`config.mk`:
```
export PLATFORM = sky130hd
export DESIGN_NAME = async_uart_receiver_status
export DESIGN_NICKNAME = d
export VERILOG_FILES = /design/src/design/uart_rx_pkg.sv /design/src/design/async_uart_receiver_status.sv
export SDC_FILE = /design/constraint.sdc
export NUM_CORES = 1
export LEC_CHECK = 0
export BUFFER_PORTS_ARGS = -buffer_cell sky130_fd_sc_hd__buf_2
export CAP_MARGIN = 25
export CORE_UTILIZATION = 30
export CTS_BUF_LIST = sky130_fd_sc_hd__clkbuf_2
export DETAILED_ROUTE_END_ITERATION = 10
export PLACE_DENSITY = 0.45
export SLEW_MARGIN = 20
export SYNTH_ARGS = -nofsm -noshare
export SYNTH_HDL_FRONTEND = slang
export SYNTH_SLANG_ARGS = --single-unit
```
`constraint.sdc`:
```
create_clock -name clk -period 5.4 [get_ports clk]
set_clock_uncertainty 0.05 [all_clocks]
set_input_delay 0 -clock clk [delete_from_list [all_inputs] [get_ports clk]]
set_output_delay 0 -clock clk [all_outputs]
set_load 0.01 [all_outputs]
```
`src/design/uart_rx_pkg.sv`:
```
`default_nettype none
package uart_rx_pkg;
   // Register offsets on the plain register port
   localparam logic [7:0] OFF_RX_STATUS_CTRL = 8'h00;
   localparam logic [7:0] OFF_RX_DATA = 8'h01;
   localparam logic [7:0] OFF_TX_STATUS_CTRL = 8'h02;
   localparam logic [7:0] OFF_BAUD_CTRL = 8'h03;
   localparam logic [7:0] OFF_BAUD_DIV_HIGH = 8'h04;
   localparam logic [7:0] OFF_BAUD_DIV_LOW = 8'h05;
   localparam logic [7:0] OFF_INT_ENABLE = 8'h06;
   localparam logic [7:0] OFF_INT_FLAG = 8'h07;

   // receive_status_control fields
   localparam int RCS_PORT_EN = 7;
   localparam int RCS_NINE_SEL = 6;
   localparam int RCS_CONT_EN = 4;
   localparam int RCS_ADDR_DET = 3;
   // transmit_status_control fields
   localparam int TXS_SYNC = 4;
   localparam int TXS_HIGH_SPEED = 2;
   localparam int TXS_SHIFT_EMPTY = 1;
   // baud_control fields
   localparam int BDC_RX_IDLE = 6;
   localparam int BDC_RX_INVERT = 5;
   localparam int BDC_WIDE_SEL = 3;
   // interrupt enable fields
   localparam int IEN_RX = 0;
   localparam int IEN_PERIPH = 1;
   localparam int IEN_GLOBAL = 2;

   // Values after reset, and register write masks
   localparam logic [7:0] RCS_RESET = 8'h00;
   localparam logic [7:0] TXS_RESET = 8'h00;
   localparam logic [7:0] BDC_RESET = 8'h00;
   localparam logic [7:0] DIV_RESET = 8'h00;
   localparam logic [2:0] IEN_RESET = 3'h0;
   localparam logic [7:0] RCS_WRITE_MASK = 8'hf8;
   localparam logic [7:0] BDC_WRITE_MASK = 8'h3b;

   // Oversampling counts, in oversample ticks, and data bits per character
   localparam logic [3:0] HALF_BIT_LAST = 4'h7;
   localparam logic [3:0] FULL_BIT_LAST = 4'hf;
   localparam logic [3:0] BITS_EIGHT = 4'h8;
   localparam logic [3:0] BITS_NINE = 4'h9;
   // Shift of the divider count for the low-speed 8-bit divider: four times (divider + 1) clock cycles per tick
   localparam logic [1:0] LOW_SPEED_SHIFT = 2'h2;

   typedef enum logic [3:0] {
      ST_IDLE = 4'b0001,
      ST_START = 4'b0010,
      ST_DATA = 4'b0100,
      ST_STOP = 4'b1000
   } rx_state_e;
endpackage
`default_nettype wire

```
`src/design/async_uart_receiver_status.sv`:
```
// The register addresses and the strobed register port were left to the implementer.
`default_nettype none
module async_uart_receiver_status
   import uart_rx_pkg::*;
(
   input wire logic clk,
   input wire logic rst,
   input wire logic [7:0] addr,
   input wire logic [7:0] wdata,
   input wire logic we,
   input wire logic re,
   input wire logic rx_pin,
   output logic [7:0] rdata,
   output logic rx_char_flag,
   output logic rx_irq
);
   logic [7:0] rcs_q;
   logic [7:0] txs_q;
   logic [7:0] bdc_q;
   logic [7:0] div_hi;
   logic [7:0] div_lo;
   logic [2:0] ien_q;
   logic [17:0] tick_cnt;
   logic s1, s2, s3;
   logic rx_level;
   logic [1:0] hist;
   rx_state_e state;
   logic [3:0] cnt;
   logic [3:0] bit_cnt;
   logic [8:0] sr;
   logic [9:0] fifo_mem [2];
   logic wr_ptr;
   logic rd_ptr;
   logic [1:0] count;
   logic overrun_err;

   wire port_enable = rcs_q[RCS_PORT_EN];
   wire rx_nine_bit_sel = rcs_q[RCS_NINE_SEL];
   wire rx_continuous_en = rcs_q[RCS_CONT_EN];
   wire addr_detect_en = rcs_q[RCS_ADDR_DET];
   wire sync_mode = txs_q[TXS_SYNC];
   wire baud_high_speed = txs_q[TXS_HIGH_SPEED];
   wire baud_wide_sel = bdc_q[BDC_WIDE_SEL];
   wire rx_invert = bdc_q[BDC_RX_INVERT];
   wire rx_int_en = ien_q[IEN_RX];
   wire periph_int_en = ien_q[IEN_PERIPH];
   wire global_int_en = ien_q[IEN_GLOBAL];
   wire rx_on = port_enable & rx_continuous_en & ~sync_mode;

   // Oversample tick: one per sixteenth of a bit
   wire [15:0] div_n = baud_wide_sel ? {div_hi, div_lo} : {8'h00, div_lo};
   wire [17:0] div_p1 = {2'b00, div_n} + 18'h1;
   wire [17:0] quarter = {2'b00, div_p1[17:2]};
   wire [17:0] quarter_min = (quarter == 18'h0) ? 18'h1 : quarter;
   wire low_speed = ~baud_wide_sel & ~baud_high_speed;
   wire both_fast = baud_wide_sel & baud_high_speed;
   wire [17:0] tick_period = low_speed ? (div_p1 << LOW_SPEED_SHIFT) :
                             both_fast ? quarter_min : div_p1;
   wire [17:0] tick_last = tick_period - 18'h1;
   wire tick = rx_on & (tick_cnt >= tick_last);

   always_ff @(posedge clk) begin
      if (rst || !rx_on || tick)
         tick_cnt <= 18'h0;
      else
         tick_cnt <= tick_cnt + 18'h1;
   end

   // Pin filter: a change counts once the second and third stages agree
   always_ff @(posedge clk) begin
      if (rst) begin
         s1 <= 1'b1;
         s2 <= 1'b1;
         s3 <= 1'b1;
         rx_level <= 1'b1;
      end else begin
         s1 <= rx_pin;
         s2 <= s1;
         s3 <= s2;
         if (s2 == s3)
            rx_level <= s3;
      end
   end

   // Sync mode gives this bit another job, so no inversion there
   wire line = rx_level ^ (rx_invert & ~sync_mode);
   // Majority of the previous two samples and the current one
   wire maj = (hist[1] & hist[0]) | (hist[1] & line) | (hist[0] & line);
   wire [3:0] nbits_last = (rx_nine_bit_sel ? BITS_NINE : BITS_EIGHT) - 4'h1;

   always_ff @(posedge clk) begin
      if (rst || !rx_on)
         hist <= 2'b11;
      else if (tick)
         hist <= {hist[0], line};
   end

   always_ff @(posedge clk) begin
      if (rst || !rx_on) begin
         state <= ST_IDLE;
         cnt <= 4'h0;
         bit_cnt <= 4'h0;
         sr <= 9'h000;
      end else if (tick) begin
         case (state)
            ST_IDLE: begin
               cnt <= 4'h0;
               if (hist[0] && !line)
                  state <= ST_START;
            end
            ST_START: begin
               cnt <= cnt + 4'h1;
               if (cnt == HALF_BIT_LAST) begin
                  cnt <= 4'h0;
                  bit_cnt <= 4'h0;
                  state <= maj ? ST_IDLE : ST_DATA;
               end
            end
            ST_DATA: begin
               cnt <= cnt + 4'h1;
               if (cnt == FULL_BIT_LAST) begin
                  sr <= {maj, sr[8:1]};
                  bit_cnt <= bit_cnt + 4'h1;
                  if (bit_cnt == nbits_last)
                     state <= ST_STOP;
               end
            end
            ST_STOP: begin
               cnt <= cnt + 4'h1;
               if (cnt == FULL_BIT_LAST)
                  state <= ST_IDLE;
            end
            default: state <= ST_IDLE;
         endcase
      end
   end

   // Character completion and buffer entry
   wire char_done = tick & (state == ST_STOP) & (cnt == FULL_BIT_LAST);
   wire char_fe = ~maj;
   wire [8:0] char_word = rx_nine_bit_sel ? sr : {1'b0, sr[8:1]};
   // Address mode drops nine-bit characters whose ninth bit is clear
   wire keep = ~(addr_detect_en & rx_nine_bit_sel) | char_word[8];
   wire full = (count == 2'd2);
   // A read in the same cycle frees the slot that the new character takes
   wire room = ~full | pop;
   wire push = char_done & keep & ~overrun_err & room;
   wire overrun_set = char_done & keep & ~overrun_err & ~room;
   wire pop = re & (addr == OFF_RX_DATA) & (count != 2'd0);
   wire [1:0] next_count = !port_enable ? 2'd0 :
                           count + {1'b0, push} - {1'b0, pop};
   wire next_flag = port_enable & (next_count != 2'd0);

   always_ff @(posedge clk) begin
      if (push)
         fifo_mem[wr_ptr] <= {char_fe, char_word};
   end

   always_ff @(posedge clk) begin
      if (rst || !port_enable) begin
         count <= 2'd0;
         wr_ptr <= 1'b0;
         rd_ptr <= 1'b0;
      end else begin
         count <= next_count;
         if (push)
            wr_ptr <= ~wr_ptr;
         if (pop)
            rd_ptr <= ~rd_ptr;
      end
   end

   // Set cannot meet a clear: a character only completes while enabled
   always_ff @(posedge clk) begin
      if (rst || !port_enable || !rx_continuous_en)
         overrun_err <= 1'b0;
      else if (overrun_set)
         overrun_err <= 1'b1;
   end

   wire [9:0] top = fifo_mem[rd_ptr];
   wire top_valid = (count != 2'd0);
   wire frame_err = top_valid & top[9];
   wire rx_ninth_bit = top_valid & top[8];
   wire [7:0] rx_byte = top_valid ? top[7:0] : 8'h00;
   wire rx_idle = (state == ST_IDLE);

   // Register read decode
   wire [7:0] rcs_read = {rcs_q[7:3], frame_err, overrun_err, rx_ninth_bit};
   // No transmitter here, so its shift register always reads empty
   wire [7:0] txs_read = {txs_q[7:2], 1'b1, txs_q[0]};
   wire [7:0] bdc_read = {1'b0, rx_idle, bdc_q[5:0]};
   wire [7:0] rd_mux =
      (addr == OFF_RX_STATUS_CTRL) ? rcs_read :
      (addr == OFF_RX_DATA) ? rx_byte :
      (addr == OFF_TX_STATUS_CTRL) ? txs_read :
      (addr == OFF_BAUD_CTRL) ? bdc_read :
      (addr == OFF_BAUD_DIV_HIGH) ? div_hi :
      (addr == OFF_BAUD_DIV_LOW) ? div_lo :
      (addr == OFF_INT_ENABLE) ? {5'h00, ien_q} :
      (addr == OFF_INT_FLAG) ? {7'h00, rx_char_flag} : 8'h00;

   always_ff @(posedge clk) begin
      if (rst)
         rdata <= 8'h00;
      else
         rdata <= re ? rd_mux : 8'h00;
   end

   // Register writes; status and flag fields are not writable
   always_ff @(posedge clk) begin
      if (rst) begin
         rcs_q <= RCS_RESET;
         txs_q <= TXS_RESET;
         bdc_q <= BDC_RESET;
         div_hi <= DIV_RESET;
         div_lo <= DIV_RESET;
         ien_q <= IEN_RESET;
      end else if (we) begin
         if (addr == OFF_RX_STATUS_CTRL)
            rcs_q <= wdata & RCS_WRITE_MASK;
         if (addr == OFF_TX_STATUS_CTRL)
            txs_q <= {wdata[7:2], 1'b0, wdata[0]};
         if (addr == OFF_BAUD_CTRL)
            bdc_q <= wdata & BDC_WRITE_MASK;
         if (addr == OFF_BAUD_DIV_HIGH)
            div_hi <= wdata;
         if (addr == OFF_BAUD_DIV_LOW)
            div_lo <= wdata;
         if (addr == OFF_INT_ENABLE)
            ien_q <= wdata[2:0];
      end
   end

   // Framing errors never reach the interrupt, only buffered data does
   always_ff @(posedge clk) begin
      if (rst) begin
         rx_char_flag <= 1'b0;
         rx_irq <= 1'b0;
      end else begin
         rx_char_flag <= next_flag;
         rx_irq <= next_flag & rx_int_en & periph_int_en
                   & global_int_en;
      end
   end
endmodule
`default_nettype wire

```
; Yosys cells after proc, flatten, opt, wreduce, memory -nomap -nowiden
; Memories as Yosys holds them, arrays and structs flattened. A register that Yosys moved wholly into a read port is not among the register bits.
; Index checks and enable logic that the tools add are counted.
[totals]
latch_bits = 0
ff_bits = 96
wordCells = 153
input_bits = 21
out_inout_bits = 10
rom_bits = 0
ram_bits = 20
n_memories = 1
[mem_list]
columns = memory, depth, width, rd, rd_clocked_by_memory_dff, wr, line
row1 = fifo_mem, 2, 10, 1, 1, 1, async_uart_receiver_status.sv:31  ; logic [9:0] fifo_mem [2];
[op_classes]
reduce_logical = 27
n_eq_ne = 21
n_div = 0
muxes = 32
magnitude_cmp = 1
addsub = 8
n_shift = 0
multipliers = 0
n_bitwise = 40
[ops]
columns = op, n
row1 = two-way mux 8 bit, 7
row2 = equality test 8 x 3 -> 1 bit (second input constant), 4
row3 = two-way mux 4 bit, 8
row4 = bitwise AND 1 bit, 24
row5 = adder 18 x 1 -> 18 bit (second input constant), 1
row6 = >= comparator 18 bit, 1
row7 = logical NOT 18 bit, 1
row8 = two-way mux 18 bit, 1
row9 = subtractor 18 x 1 -> 18 bit (second input constant), 1
row10 = adder 16 x 1 -> 17 bit (second input constant), 1
row11 = two-way mux 17 bit, 1
row12 = equality test 8 x 2 -> 1 bit (second input constant), 2
row13 = two-way mux 16 bit, 1
row14 = one-hot mux 4 bit (4 select lines), 1
row15 = two-way mux 15 bit, 1
row16 = AND reduction 2 bit, 7
row17 = one-hot mux 4 bit (3 select lines), 1
row18 = inverter 1 bit, 11
row19 = two-way mux 9 bit, 1
row20 = adder 4 x 1 -> 4 bit (second input constant), 2
row21 = equality test 4 x 3 -> 1 bit (second input constant), 2
row22 = equality test 4 bit (second input constant), 2
row23 = equality test 8 x 1 -> 1 bit (second input constant), 1
row24 = logical NOT 8 bit, 1
row25 = 25 further kinds, 46

; Depth between registers and ports, before layout
; Gate-level depths: netlist (run 1).
[logic_depth]
depth_word = 22
depth_mapped = 30
ltp_nobuf = 27

; Worst setup path before layout (run 1)
; No wires, ideal clock.
[synth_path]
path_kind = flip-flop to flip-flop
from = reg div_lo[0]
to = reg rx_irq
path_slack_ps = -359
period_less_slack_ps = 5759
setup_ps = 116
path_buffers = 3
path_stages_with_launch = 31
required_time_ps = 5234
t_arrival_ps = 5593
cell_sequence = dfxtp_1 > ha_1 > buf_4 > nand4_2 > or4_1 > buf_2 > xor2_1 > a21oi_1 > nand4_1 > nand2b_1 > inv_1 > ha_1 > nand4_1 > nor4_1 > xnor2_1 > ha_1 > and4_1 > nand2_1 > o31a_1 > o22ai_1 > o21ai_1 > or3b_2 > clkbuf_1 > ha_1 > inv_1 > ha_1 > xor2_1 > xnor2_1 > nor2_1 > or2_2 > and4_1
[synth_via]
elab_chain_cells = 22
[synth_rtl]
columns = item, line
row1 = start: declaration, async_uart_receiver_status.sv:21  ; logic [7:0] div_lo;
row2 = start signal: assignment, async_uart_receiver_status.sv:229  ; div_lo <= wdata;
row3 = two-way mux 16 bit *, async_uart_receiver_status.sv:51  ; wire [15:0] div_n = baud_wide_sel ? {div_hi, div_lo} : {8'h00, div_lo};
row4 = adder 16 x 1 -> 17 bit *, async_uart_receiver_status.sv:52  ; wire [17:0] div_p1 = {2'b00, div_n} + 18'h1;
row5 = logical NOT 18 bit, async_uart_receiver_status.sv:54  ; wire [17:0] quarter_min = (quarter == 18'h0) ? 18'h1 : quarter;
row6 = two-way mux 15 bit, async_uart_receiver_status.sv:54
row7 = two-way mux 17 bit, async_uart_receiver_status.sv:58  ; both_fast ? quarter_min : div_p1;
row8 = two-way mux 18 bit *, async_uart_receiver_status.sv:57  ; wire [17:0] tick_period = low_speed ? (div_p1 << LOW_SPEED_SHIFT) :
row9 = subtractor 18 x 1 -> 18 bit *, async_uart_receiver_status.sv:59  ; wire [17:0] tick_last = tick_period - 18'h1;
row10 = >= comparator 18 bit *, async_uart_receiver_status.sv:60  ; wire tick = rx_on & (tick_cnt >= tick_last);
row11 = [3 not listed], --
row12 = bitwise AND 1 bit * (3 in series), async_uart_receiver_status.sv:147  ; wire push = char_done & keep & ~overrun_err & room;
row13 = adder 2 x 1 -> 2 bit *, async_uart_receiver_status.sv:151  ; count + {1'b0, push} - {1'b0, pop};
row14 = subtractor 2 x 1 -> 2 bit *, async_uart_receiver_status.sv:151
row15 = two-way mux 2 bit *, async_uart_receiver_status.sv:150  ; wire [1:0] next_count = !port_enable ? 2'd0 :
row16 = nonzero test 2 bit *, async_uart_receiver_status.sv:152  ; wire next_flag = port_enable & (next_count != 2'd0);
row17 = bitwise AND 1 bit *, async_uart_receiver_status.sv:152
row18 = bitwise AND 1 bit * (2 in series), async_uart_receiver_status.sv:242  ; rx_irq <= next_flag & rx_int_en & periph_int_en
row19 = bitwise AND 1 bit *, async_uart_receiver_status.sv:243  ; & global_int_en;
row20 = end signal: assignment, async_uart_receiver_status.sv:242
row21 = end: declaration, async_uart_receiver_status.sv:15  ; output logic rx_irq
; Mark *: on every way between the ends. The rest lies on a longest branch, timed or not.
; A chain may end at the register's enable or synchronous reset.

; Worst setup path after layout (run 1)
[layout_path]
from = reg div_lo[1]
to = reg rx_irq
; Same word-level chain as after synthesis.

==> results of run 1 <==
cells in the mapped netlist (all sizes together), types with 10 or more instances:
library cell	number	share of area, %
a31oi	10	0.91
mux2	11	1.8
xnor2	29	3.7
and3	11	1.0
nand2b	15	1.4
edfxtp	20	8.7
xor2	18	2.3
nand3	33	2.5
nor2	109	6.0
nand4	12	1.4
dfxtp	97	28
nor4	10	1.1
inv	15	0.82
nor3	19	1.6
nand2	79	4.3
buf	21	1.8
clkbuf	28	1.5
ha	25	4.5
o21ai	37	2.7
mux2i	49	7.1
a21oi	55	4.0
final cells by class:
cell class | instances | area (um2)
Fill cell | 2366 | 13600
Multi-Input combinational cell | 636 | 4290
Sequential cell | 117 | 2570
Timing Repair Buffer | 187 | 1470
Tap cell | 285 | 357
Clock inverter | 15 | 133
Clock buffer | 17 | 85.1
Inverter | 16 | 63.8
Antenna cell | 1 | 2.50
critical path: cells and delay by family (launching register included):
| family | cells | cell delay (ns) |
|---|---|---|
| AOI/OAI and AO/OA | 5 | 0.98 |
| buffers and inverters | 3 | 0.30 |
| adders and majority gates | 4 | 0.89 |
| and+or+nand+nor | 10 | 2.04 |
| xor gates and xnor gates | 4 | 0.58 |
| DFF | 1 | 0.42 |
registers in the layout (all words and copies together), names as in the netlist, 2 cells and up, named ones only:
signal and cells:
div_hi 8, div_lo 8, count 2, tick_cnt 18, cnt 4, sr 9, rdata 8, txs_q 7
bit_cnt 4, rcs_q 5, ien_q 3, fifo_mem 20, bdc_q 5, state 4, hist 2
power by group:
part           switching (mW)  internal, mW
Combinational          0.0349        0.0255
Clock                   0.413         0.145
Sequential           0.000777         0.885
cells by family (layout without fill, tap and decap cells):
kind of cell,count (synthesis),count (layout)
AO/OA/AOI/OAI,161,161
other,0,1
flip-flops,117,117
multiplexers,61,61
adder cells (fa/ha/maj),25,25
AND/OR/NAND/NOR,342,342
buffers and inverters,65,235
XOR/XNOR,47,47
how the worst min path moves through the flow:
stage	start	end	slack (ns)
floorplan	rx_pin	s1	0.05
global placement	rx_pin	s1	0.15
detailed placement	rx_pin	s1	0.15
CTS	wdata[0]	txs_q[0]	0.02
global route	wdata[1]	div_hi[1]	0.04
finish	wdata[1]	div_hi[1]	0.12
routing by layer:
layer | part of all wire [%] | vias up | GRT usage, %
met5 | 0 | - | 0
met4 | 1.1 | 0 | 4.67
met3 | 3.2 | 12 | 3.44
met2 | 46 | 105 | 29.7
met1 | 50 | 3043 | 25.1
li1 | - | 3242 | -
per-stage QoR:
| step | worst slack, ns | cell area [um2] | util, % |
|---|---|---|---|
| finish | -0.000205 | 8960 | 39.7 |
| CTS | -0.0121 | 8840 | 39.2 |
| global route | -0.309 | 8960 | 39.7 |
| global placement | -0.145 | 8070 | 35.7 |
| floorplan | 0.00270 | 6980 | - |
| detailed placement | -0.212 | 8070 | 35.7 |
repair_timing:
item                       CTS  global route
gates resized for setup     29            17
hold endpoints to repair    52             0
setup endpoints to repair    2             2
setup buffers                5             5
pin swaps                   18             6
hold buffers                40             0
==> impl_metrics.csv, run 1 <==
group,metric,value,unit
detailed_routing,drt_wl_total,21.0,mm
detailed_routing,vias_per_cell,5.03,
worst_setup_path,critPathLaunchType,"register",
yosys,ys_ff_latch,117,
yosys,synth_top_family_by_area,"simple AND/OR/NAND/NOR gates",
yosys,ys_types,70,
global_route,antenna_found_initial,1,
clocking,path_clk_slew,0.24,ns
die,rows,55,
sta,setup_violations,1,
detailed_routing,ant_nets,0,
final_layout,layout_commonest_cell,"buf_4",
detailed_routing,drc,0,
sta,tightest_slew,0.799,ns
place,dp_cells,1192,
power,total_power,1.50,mW
global_route,grt_overflow,0,
place,io_buffers,30,
worst_setup_path,crit_path_end,"rx_irq",
clocking,cts_tree,"built",
yosys,synth-edff-count,20,
power,vdd_ir_drop_max,0.108,mV
place,post-dp-hpwl,15.4,mm
clocking,cts_sinks,117,
place,gp_congestion,0.848,
yosys,synth_async_sr_flop_share,0,%
sta,timing.hold.ws,0.117,ns
final_layout,fin_cells,1274,
worst_setup_path,critical_path.startpoint,"div_lo[1]",
clocking,root_buffer,"clkbuf_2",
worst_setup_path,critPathKind,"register to register",
die,core,22600,um2
global_route,grt_max_degree,44,
min_path,min_path_type,"input pin to register",
detailed_routing,first_iter_violations,380,
yosys,synth-compound-area-share,14.4,%
sta,rsz0062_at_grt,"yes",
sta,slew_viol_final,0,
yosys,avgSynthCellArea,8.44,um2
global_route,grt_pass1_wl,34.0,mm
detailed_routing,num_vias,6402,
final_layout,layout-drive-gt1-share,25.9,%
yosys,ys_seq_area_share,36.8,%
worst_setup_path,reg2reg_slack,-0.0002,ns
yosys,syn_nets,864,
final_layout,area_delta_synth_final,29.8,%
global_route,grt_use_total,18.4,%
sta,slew_headroom,46.7,%
final_layout,layout.nets,1021,
detailed_routing,drt_pre_antenna_iters,6,
yosys,synth_xor_area_share,5.96,%
worst_setup_path,timing.rr.end,"rx_irq",
yosys,synth_area,6900,um2
detailed_routing,wl_per_cell,16.5,um
sta,fin_crit,5.40,ns
min_path,hold_path_depth,4,
power,p_leak,3.39,nW
yosys,yosys.area_share.adder,4.53,%
final_layout,final_cell_mix,"112 x buf_4, 108 x nor2_1, 86 x dfxtp_1",
outcome,violations,"negative setup slack",
die,die_w,154,um
clocking,cts-buffers-inserted,17,
sta,setup_slack,-0.000205,ns
sta,period_share,100,%
flow_run,drv_cap,0,
clocking,clockBufferDepth,2,
die,die_h,154,um
yosys,synth-simple-area-share,24.9,%
yosys,muxShareOfSynthArea,9.23,%
worst_setup_path,worstPathRequired,5.93,ns
clocking,cts_max_level,4,
worst_setup_path,r2r_cells,26,
worst_setup_path,endpoint_kind,"register",
worst_setup_path,cp_max_fo,5,
die,ios,31,
yosys,ys.warnings.count,0,
sta,finalSetupTns,-0.000205,ns
yosys,synth-main-ff-cell,"dfxtp_1",
global_route,grt_pass1_vias,6245,
sta,finalHoldViolCount,0,
worst_setup_path,crit_arrival,5.93,ns
outcome,status,"finished with violations",
die,dieArea,23600,um2
yosys,synthCells,818,
worst_setup_path,cp_slowest_stage_delay,0.42,ns
worst_setup_path,r2r-start,"div_lo[1]",
clocking,clk-insertion-delay-late,0.70,ns
power,powerDensity,168,nW/um2
sta,fmax,185,MHz
die,start_util,30.6,%
worst_setup_path,cp_slowest_cell,"dfxtp_4",
No activity file was read; power rests on OpenSTA's default activity.
==> run 2: changes to the inputs <==
--- a/config.mk
+++ b/config.mk
@@ -11,6 +11,7 @@
 export CTS_BUF_LIST = sky130_fd_sc_hd__clkbuf_2
 export DETAILED_ROUTE_END_ITERATION = 10
 export PLACE_DENSITY = 0.45
+export SKIP_CTS_REPAIR_TIMING = 1
 export SLEW_MARGIN = 20
 export SYNTH_ARGS = -nofsm -noshare
 export SYNTH_HDL_FRONTEND = slang
==> run 2 against run 1 <==
Combinational power is 3% lower. Count of clock-buffer cells in the layout stayed put. Global-route usage is 0.54 points lower. Final cell count is 0.94% lower. The run now ends clean. Worst hold slack worse by 0.041 ns. Critical path type unchanged. Design area is 1.6% lower. Sequential cell count stayed put. Total power is 0.14% lower.
==> impl_metrics.csv, run 2 (synthesis gave the netlist of run 1 again) <==
group,metric,value,unit
final_layout,largest_registers,"fifo_mem: 20 flops, tick_cnt: 18 flops, sr: 9 flops",
power,intPower,1.05,mW
detailed_routing,drt_wl_total,20.7,mm
sta,setup_violations,0,
sta,finalHoldViolCount,0,
sta,slew_viol_final,0,
place,gp_congestion,0.848,
final_layout,layout-drive-gt1-share,25.1,%
sta,rsz0062_at_grt,"yes",
sta,fin_crit,5.37,ns
die,start_util,30.6,%
global_route,grt_pass1_vias,5946,
worst_setup_path,worstPathRequired,5.93,ns
worst_setup_path,critPathLaunchType,"register",
power,clkPwrFrac,37.1,%
outcome,status,"finished, final reports clean",
detailed_routing,drc,0,
global_route,grt_max_degree,44,
die,die_w,154,um
flow_run,drv_cap,0,
place,io_buffers,30,
clocking,root_buffer,"clkbuf_2",
place,dp_cells,1192,
power,vdd_ir_drop_max,0.108,mV
final_layout,final_cell_mix,"108 x nor2_1, 107 x buf_4, 86 x dfxtp_1",
power,p_leak,3.33,nW
global_route,grt_pass1_wl,32.9,mm
clocking,cts_tree,"built",
die,rows,55,
detailed_routing,num_vias,6358,
global_route,grt_overflow,0,
die,ios,31,
worst_setup_path,critical_path.startpoint,"div_lo[1]",
worst_setup_path,cp_max_fo,5,
die,die_h,154,um
power,power_frac_seq,59.0,%
sta,period_share,99.5,%
final_layout,area_delta_synth_final,27.7,%
power,powerDensity,170,nW/um2
min_path,min_path_type,"input pin to register",
sta,slew_headroom,45.2,%
power,power_switching,0.447,mW
final_layout,layout_commonest_cell,"nor2_1",
clocking,cts_sinks,117,
detailed_routing,drt_pre_antenna_iters,5,
global_route,antenna_found_initial,1,
power,total_power,1.50,mW
final_layout,regMostFlops,"fifo_mem",
place,post-dp-hpwl,15.4,mm
min_path,hold_start,"addr[0]",
worst_setup_path,endpoint_kind,"register",
sta,fmax,186,MHz
worst_setup_path,crit_arrival,5.90,ns
clocking,clockBufferDepth,2,
detailed_routing,vias_per_cell,5.04,
clocking,cts-buffers-inserted,17,
detailed_routing,wl_per_cell,16.4,um
worst_setup_path,critPathKind,"register to register",
sta,tightest_slew,0.817,ns
die,core,22600,um2
final_layout,fill_cells,2376,
clocking,path_clk_slew,0.25,ns
worst_setup_path,r2r-start,"div_lo[1]",
detailed_routing,first_iter_violations,415,
final_layout,layout.nets,1009,
power,swShare,29.7,%
clocking,cts_max_level,4,
global_route,grt_use_total,17.8,%
power,pwr-share-comb,3.9,%
die,dieArea,23600,um2
detailed_routing,ant_nets,0,
final_layout,fin_cells,1262,
clocking,clk-insertion-delay-late,0.70,ns
final_layout,largest_reg_flops,20,
-- run 2: changes by cell type in the layout (fill, tap and decap cells not counted), sizes merged --
cell / before / now
inv: 27 / 28
clkinvlp: 1 / 0
dlygate4sd3: 40 / 36
buf: 147 / 139
-- run 2: worst max-delay path: stages (launching register included) --
cell     delay (ns)
dfxtp_4        0.43
ha_4           0.16
nand4_4        0.09
or4_4          0.56
xor2_1         0.17
a21oi_1        0.05
nand4_1        0.14
or3b_4         0.44
buf_4          0.16
nor3_2         0.17
xnor2_1        0.10
ha_1           0.31
and4_1         0.20
nand2_1        0.06
o31a_1         0.28
o22ai_2        0.18
o21ai_2        0.09
or3b_4         0.43
ha_4           0.28
inv_2          0.04
ha_4           0.15
xor2_2         0.14
xnor2_1        0.15
nor2_1         0.08
or2_4          0.23
and4_1         0.14
-- run 2: metal layers --
metal  track usage, %  up-vias  wire, um
li1                 -     3223         -
met1             24.9     3032     10500
met2             28.4       89      9470
met3             3.02       14       548
met4             4.52        0       227
met5                0        -         0
-- run 2: path summary, 6_finish.rpt --
kind | end | slack (ns) | cells after the start
setup reg to reg | rx_irq | 0.03 | 25
hold / removal | div_lo[7] | 0.08 | 5
hold reg to reg | s2 | 0.40 | 1
setup / recovery | rx_irq | 0.03 | 25
-- run 2: layout make-up --
type	count	area (um2)	area share, %
multi-input combinational	636	4270	48.4
sequential	117	2560	29.1
timing repair buffer	175	1350	15.3
inverter	16	60.1	0.681
antenna	1	2.50	0.0284
clock buffer	17	85.1	0.965
clock inverter	15	133	1.50
tap	285	357	4.05
-- run 2: stage by stage --
| step | worst slack (ns) | setup TNS [ns] | utilization, % | hold slack (ns) | cell area, um2 |
|---|---|---|---|---|---|
| 6_report | 0.0295 | 0 | 39.1 | 0.0754 | 8810 |
| 3_3_place_gp | -0.145 | -0.145 | 35.7 | 0.145 | 8070 |
| 3_5_place_dp | -0.212 | -0.236 | 35.7 | 0.149 | 8070 |
| 4_1_cts | -0.312 | -0.443 | 36.7 | -0.658 | 8290 |
| 2_1_floorplan | 0.00270 | 0 | - | 0.0538 | 6980 |
| 5_1_grt | -0.242 | -0.324 | 39.1 | 0.0425 | 8810 |
-- run 2: power groups by stage --
stage	logic (mW)	clock network, mW	registers (mW)
2_1_floorplan	0.0248	0	0.905
3_3_place_gp	0.0466	0	0.905
3_5_place_dp	0.0465	0	0.905
4_1_cts	0.0465	0.579	0.888
5_1_grt	0.0644	0.620	0.887
6_report	0.0587	0.557	0.886
==> run 3: changes to the inputs <==
==> constraint.sdc (replaced) <==
create_clock -name clk -period 5.4 [get_ports clk]
set_clock_uncertainty 0.05 [all_clocks]
set_input_delay 0.27 -clock clk [delete_from_list [all_inputs] [get_ports clk]]
set_output_delay 0.27 -clock clk [all_outputs]
set_load 0.01 [all_outputs]
==> run 3 against run 2 <==
Sequential power hardly changed. Highest routed layer unchanged. Count of clock-buffer cells in the layout stayed put. Worst setup slack better by 0.012 ns. Routed wire length is 1.5% lower.
==> impl_metrics.csv, run 3 (synthesis gave the netlist of run 1 again) <==
group,metric,value,unit
worst_setup_path,critPathLaunchType,"register",
worst_setup_path,r2r-start,"div_lo[1]",
detailed_routing,num_vias,6249,
worst_setup_path,r2r_cells,25,
sta,tightest_slew,0.826,ns
worst_setup_path,cp_slowest_cell,"or4_4",
die,rows,55,
power,intPower,1.05,mW
flow_run,drv_cap,0,
power,power_frac_seq,59.3,%
detailed_routing,drc,0,
worst_setup_path,endpoint_kind,"register",
detailed_routing,wl_per_cell,16.5,um
power,powerDensity,174,nW/um2
sta,setup_slack,0.0414,ns
worst_setup_path,cp_top_family,"simple AND/OR/NAND/NOR gates",
power,pwr-share-comb,3.5,%
worst_setup_path,crit_path_end,"rx_irq",
sta,rsz0062_at_grt,"yes",
place,gp_congestion,0.848,
worst_setup_path,cp_num_buf_inv,2,
clocking,root_buffer,"clkbuf_2",
final_layout,regMostFlops,"fifo_mem",
clocking,path_clk_slew,0.24,ns
global_route,grt_max_degree,44,
final_layout,multi_input_area,4270,um2
worst_setup_path,path_depth,25,
global_route,grt_use_total,17.8,%
final_layout,layout.nets,986,
sta,slew_headroom,44.6,%
worst_setup_path,timing.rr.end,"rx_irq",
power,p_leak,3.23,nW
worst_setup_path,critPathKind,"register to register",
clocking,clockBufferDepth,2,
detailed_routing,topRoutingLayerUsed,"met4",
global_route,grt_pass1_vias,5946,
power,clkPwrFrac,37.2,%
min_path,min_path_type,"input pin to register",
final_layout,regArea,2560,um2
die,die_w,154,um
detailed_routing,wl_met2,9.26,mm
worst_setup_path,worstPathRequired,5.93,ns
clocking,cts-buffers-inserted,17,
sta,period_share,99.2,%
clocking,cts_tree,"built",
final_layout,final_cell_mix,"108 x nor2_1, 107 x buf_4, 86 x dfxtp_1",
place,post-dp-hpwl,15.4,mm
worst_setup_path,cpMostUsedCell,"ha_4",
worst_setup_path,cp_max_fo,5,
detailed_routing,ant_nets,0,
final_layout,layout-drive-gt1-share,25.7,%
detailed_routing,drt_wl_total,20.4,mm
die,start_util,30.6,%
final_layout,layout_commonest_cell,"nor2_1",
power,total_power,1.49,mW
worst_setup_path,reg2reg_slack,0.04,ns
worst_setup_path,cp_slowest_stage_delay,0.56,ns
worst_setup_path,critical_path.startpoint,"div_lo[1]",
clocking,cts_sinks,117,
die,core,22600,um2
detailed_routing,wl_met3,510,um
power,vdd_ir_drop_max,0.108,mV
die,dieArea,23600,um2
sta,fmax,187,MHz
detailed_routing,vias_per_cell,5.04,
die,die_h,154,um
sta,fin_crit,5.36,ns
final_layout,largest_registers,"fifo_mem: 20 flops, tick_cnt: 18 flops, sr: 9 flops",
global_route,grt_overflow,0,
power,swShare,29.8,%
place,io_buffers,30,
sta,slew_viol_final,0,
outcome,status,"finished, final reports clean",
sta,finalHoldViolCount,0,
final_layout,fill_cells,2393,
global_route,grt_pass1_wl,32.9,mm
sta,setup_violations,0,
detailed_routing,met1_length,10.4,mm
clocking,clk-insertion-delay-late,0.69,ns
clocking,cts_max_level,4,
die,ios,31,
power,power_switching,0.445,mW
final_layout,largest_reg_flops,20,
final_layout,fin_cells,1239,
global_route,antenna_found_initial,1,
detailed_routing,drt_pre_antenna_iters,5,
worst_setup_path,crit_arrival,5.89,ns
place,dpl_worst_slack,-0.212,ns
place,dp_cells,1192,
detailed_routing,first_iter_violations,388,
final_layout,area_delta_synth_final,24.4,%
[run 3: cell count changes in the layout (fill, tap and decap cells not counted)]
| cell | previous run | this run |
|---|---|---|
| dlygate4sd3_1 | 36 | 13 |
[run 3: layer usage]
| layer | GRT usage [%] | up-vias |
|---|---|---|
| li1 | - | 3176 |
| met1 | 24.9 | 2976 |
| met2 | 28.4 | 85 |
| met3 | 3.02 | 12 |
| met4 | 4.52 | 0 |
| met5 | 0 | - |
[run 3: worst min-delay path: stages]
cell and delay (ns):
buf_2 0.12, nand2b_1 0.22, nor2_1 0.13
[run 3: final cells by class]
cell class | instances | share of cell area [%]
Clock buffer | 17 | 0.991
Tap cell | 285 | 4.15
Inverter | 16 | 0.700
Clock inverter | 15 | 1.54
Timing Repair Buffer | 152 | 13.0
Multi-Input combinational cell | 636 | 49.7
Antenna cell | 1 | 0.0292
Sequential cell | 117 | 29.9
[run 3: how the worst min path moves through the flow]
stage	cells after the start	slack (ns)	endpoint	startpoint
after floorplan	1	0.32	s1	rx_pin
after global routing	3	0.004	rdata[1]	addr[2]
after CTS	2	-0.39	s1	rx_pin
after detailed placement	1	0.35	s2	s1
after global placement	1	0.35	s2	s1
final	3	0.03	rdata[4]	re
[run 3: power by group through the flow]
stage / registers (mW) / logic, mW / clock network (mW)
2_1_floorplan: 0.905 / 0.0248 / 0
3_3_place_gp: 0.905 / 0.0466 / 0
3_5_place_dp: 0.905 / 0.0465 / 0
4_1_cts: 0.888 / 0.0465 / 0.579
5_1_grt: 0.887 / 0.0578 / 0.619
6_report: 0.886 / 0.0527 / 0.555
[run 3: per-stage QoR]
stage	util (%)	area (um2)	hold WS, ns	setup TNS [ns]
3_3_place_gp	35.7	8070	0.347	-0.145
3_5_place_dp	35.7	8070	0.352	-0.236
2_1_floorplan	-	6980	0.324	0
6_report	38.0	8580	0.0327	0
4_1_cts	36.7	8290	-0.388	-0.443
5_1_grt	38.0	8580	0.00415	-0.324
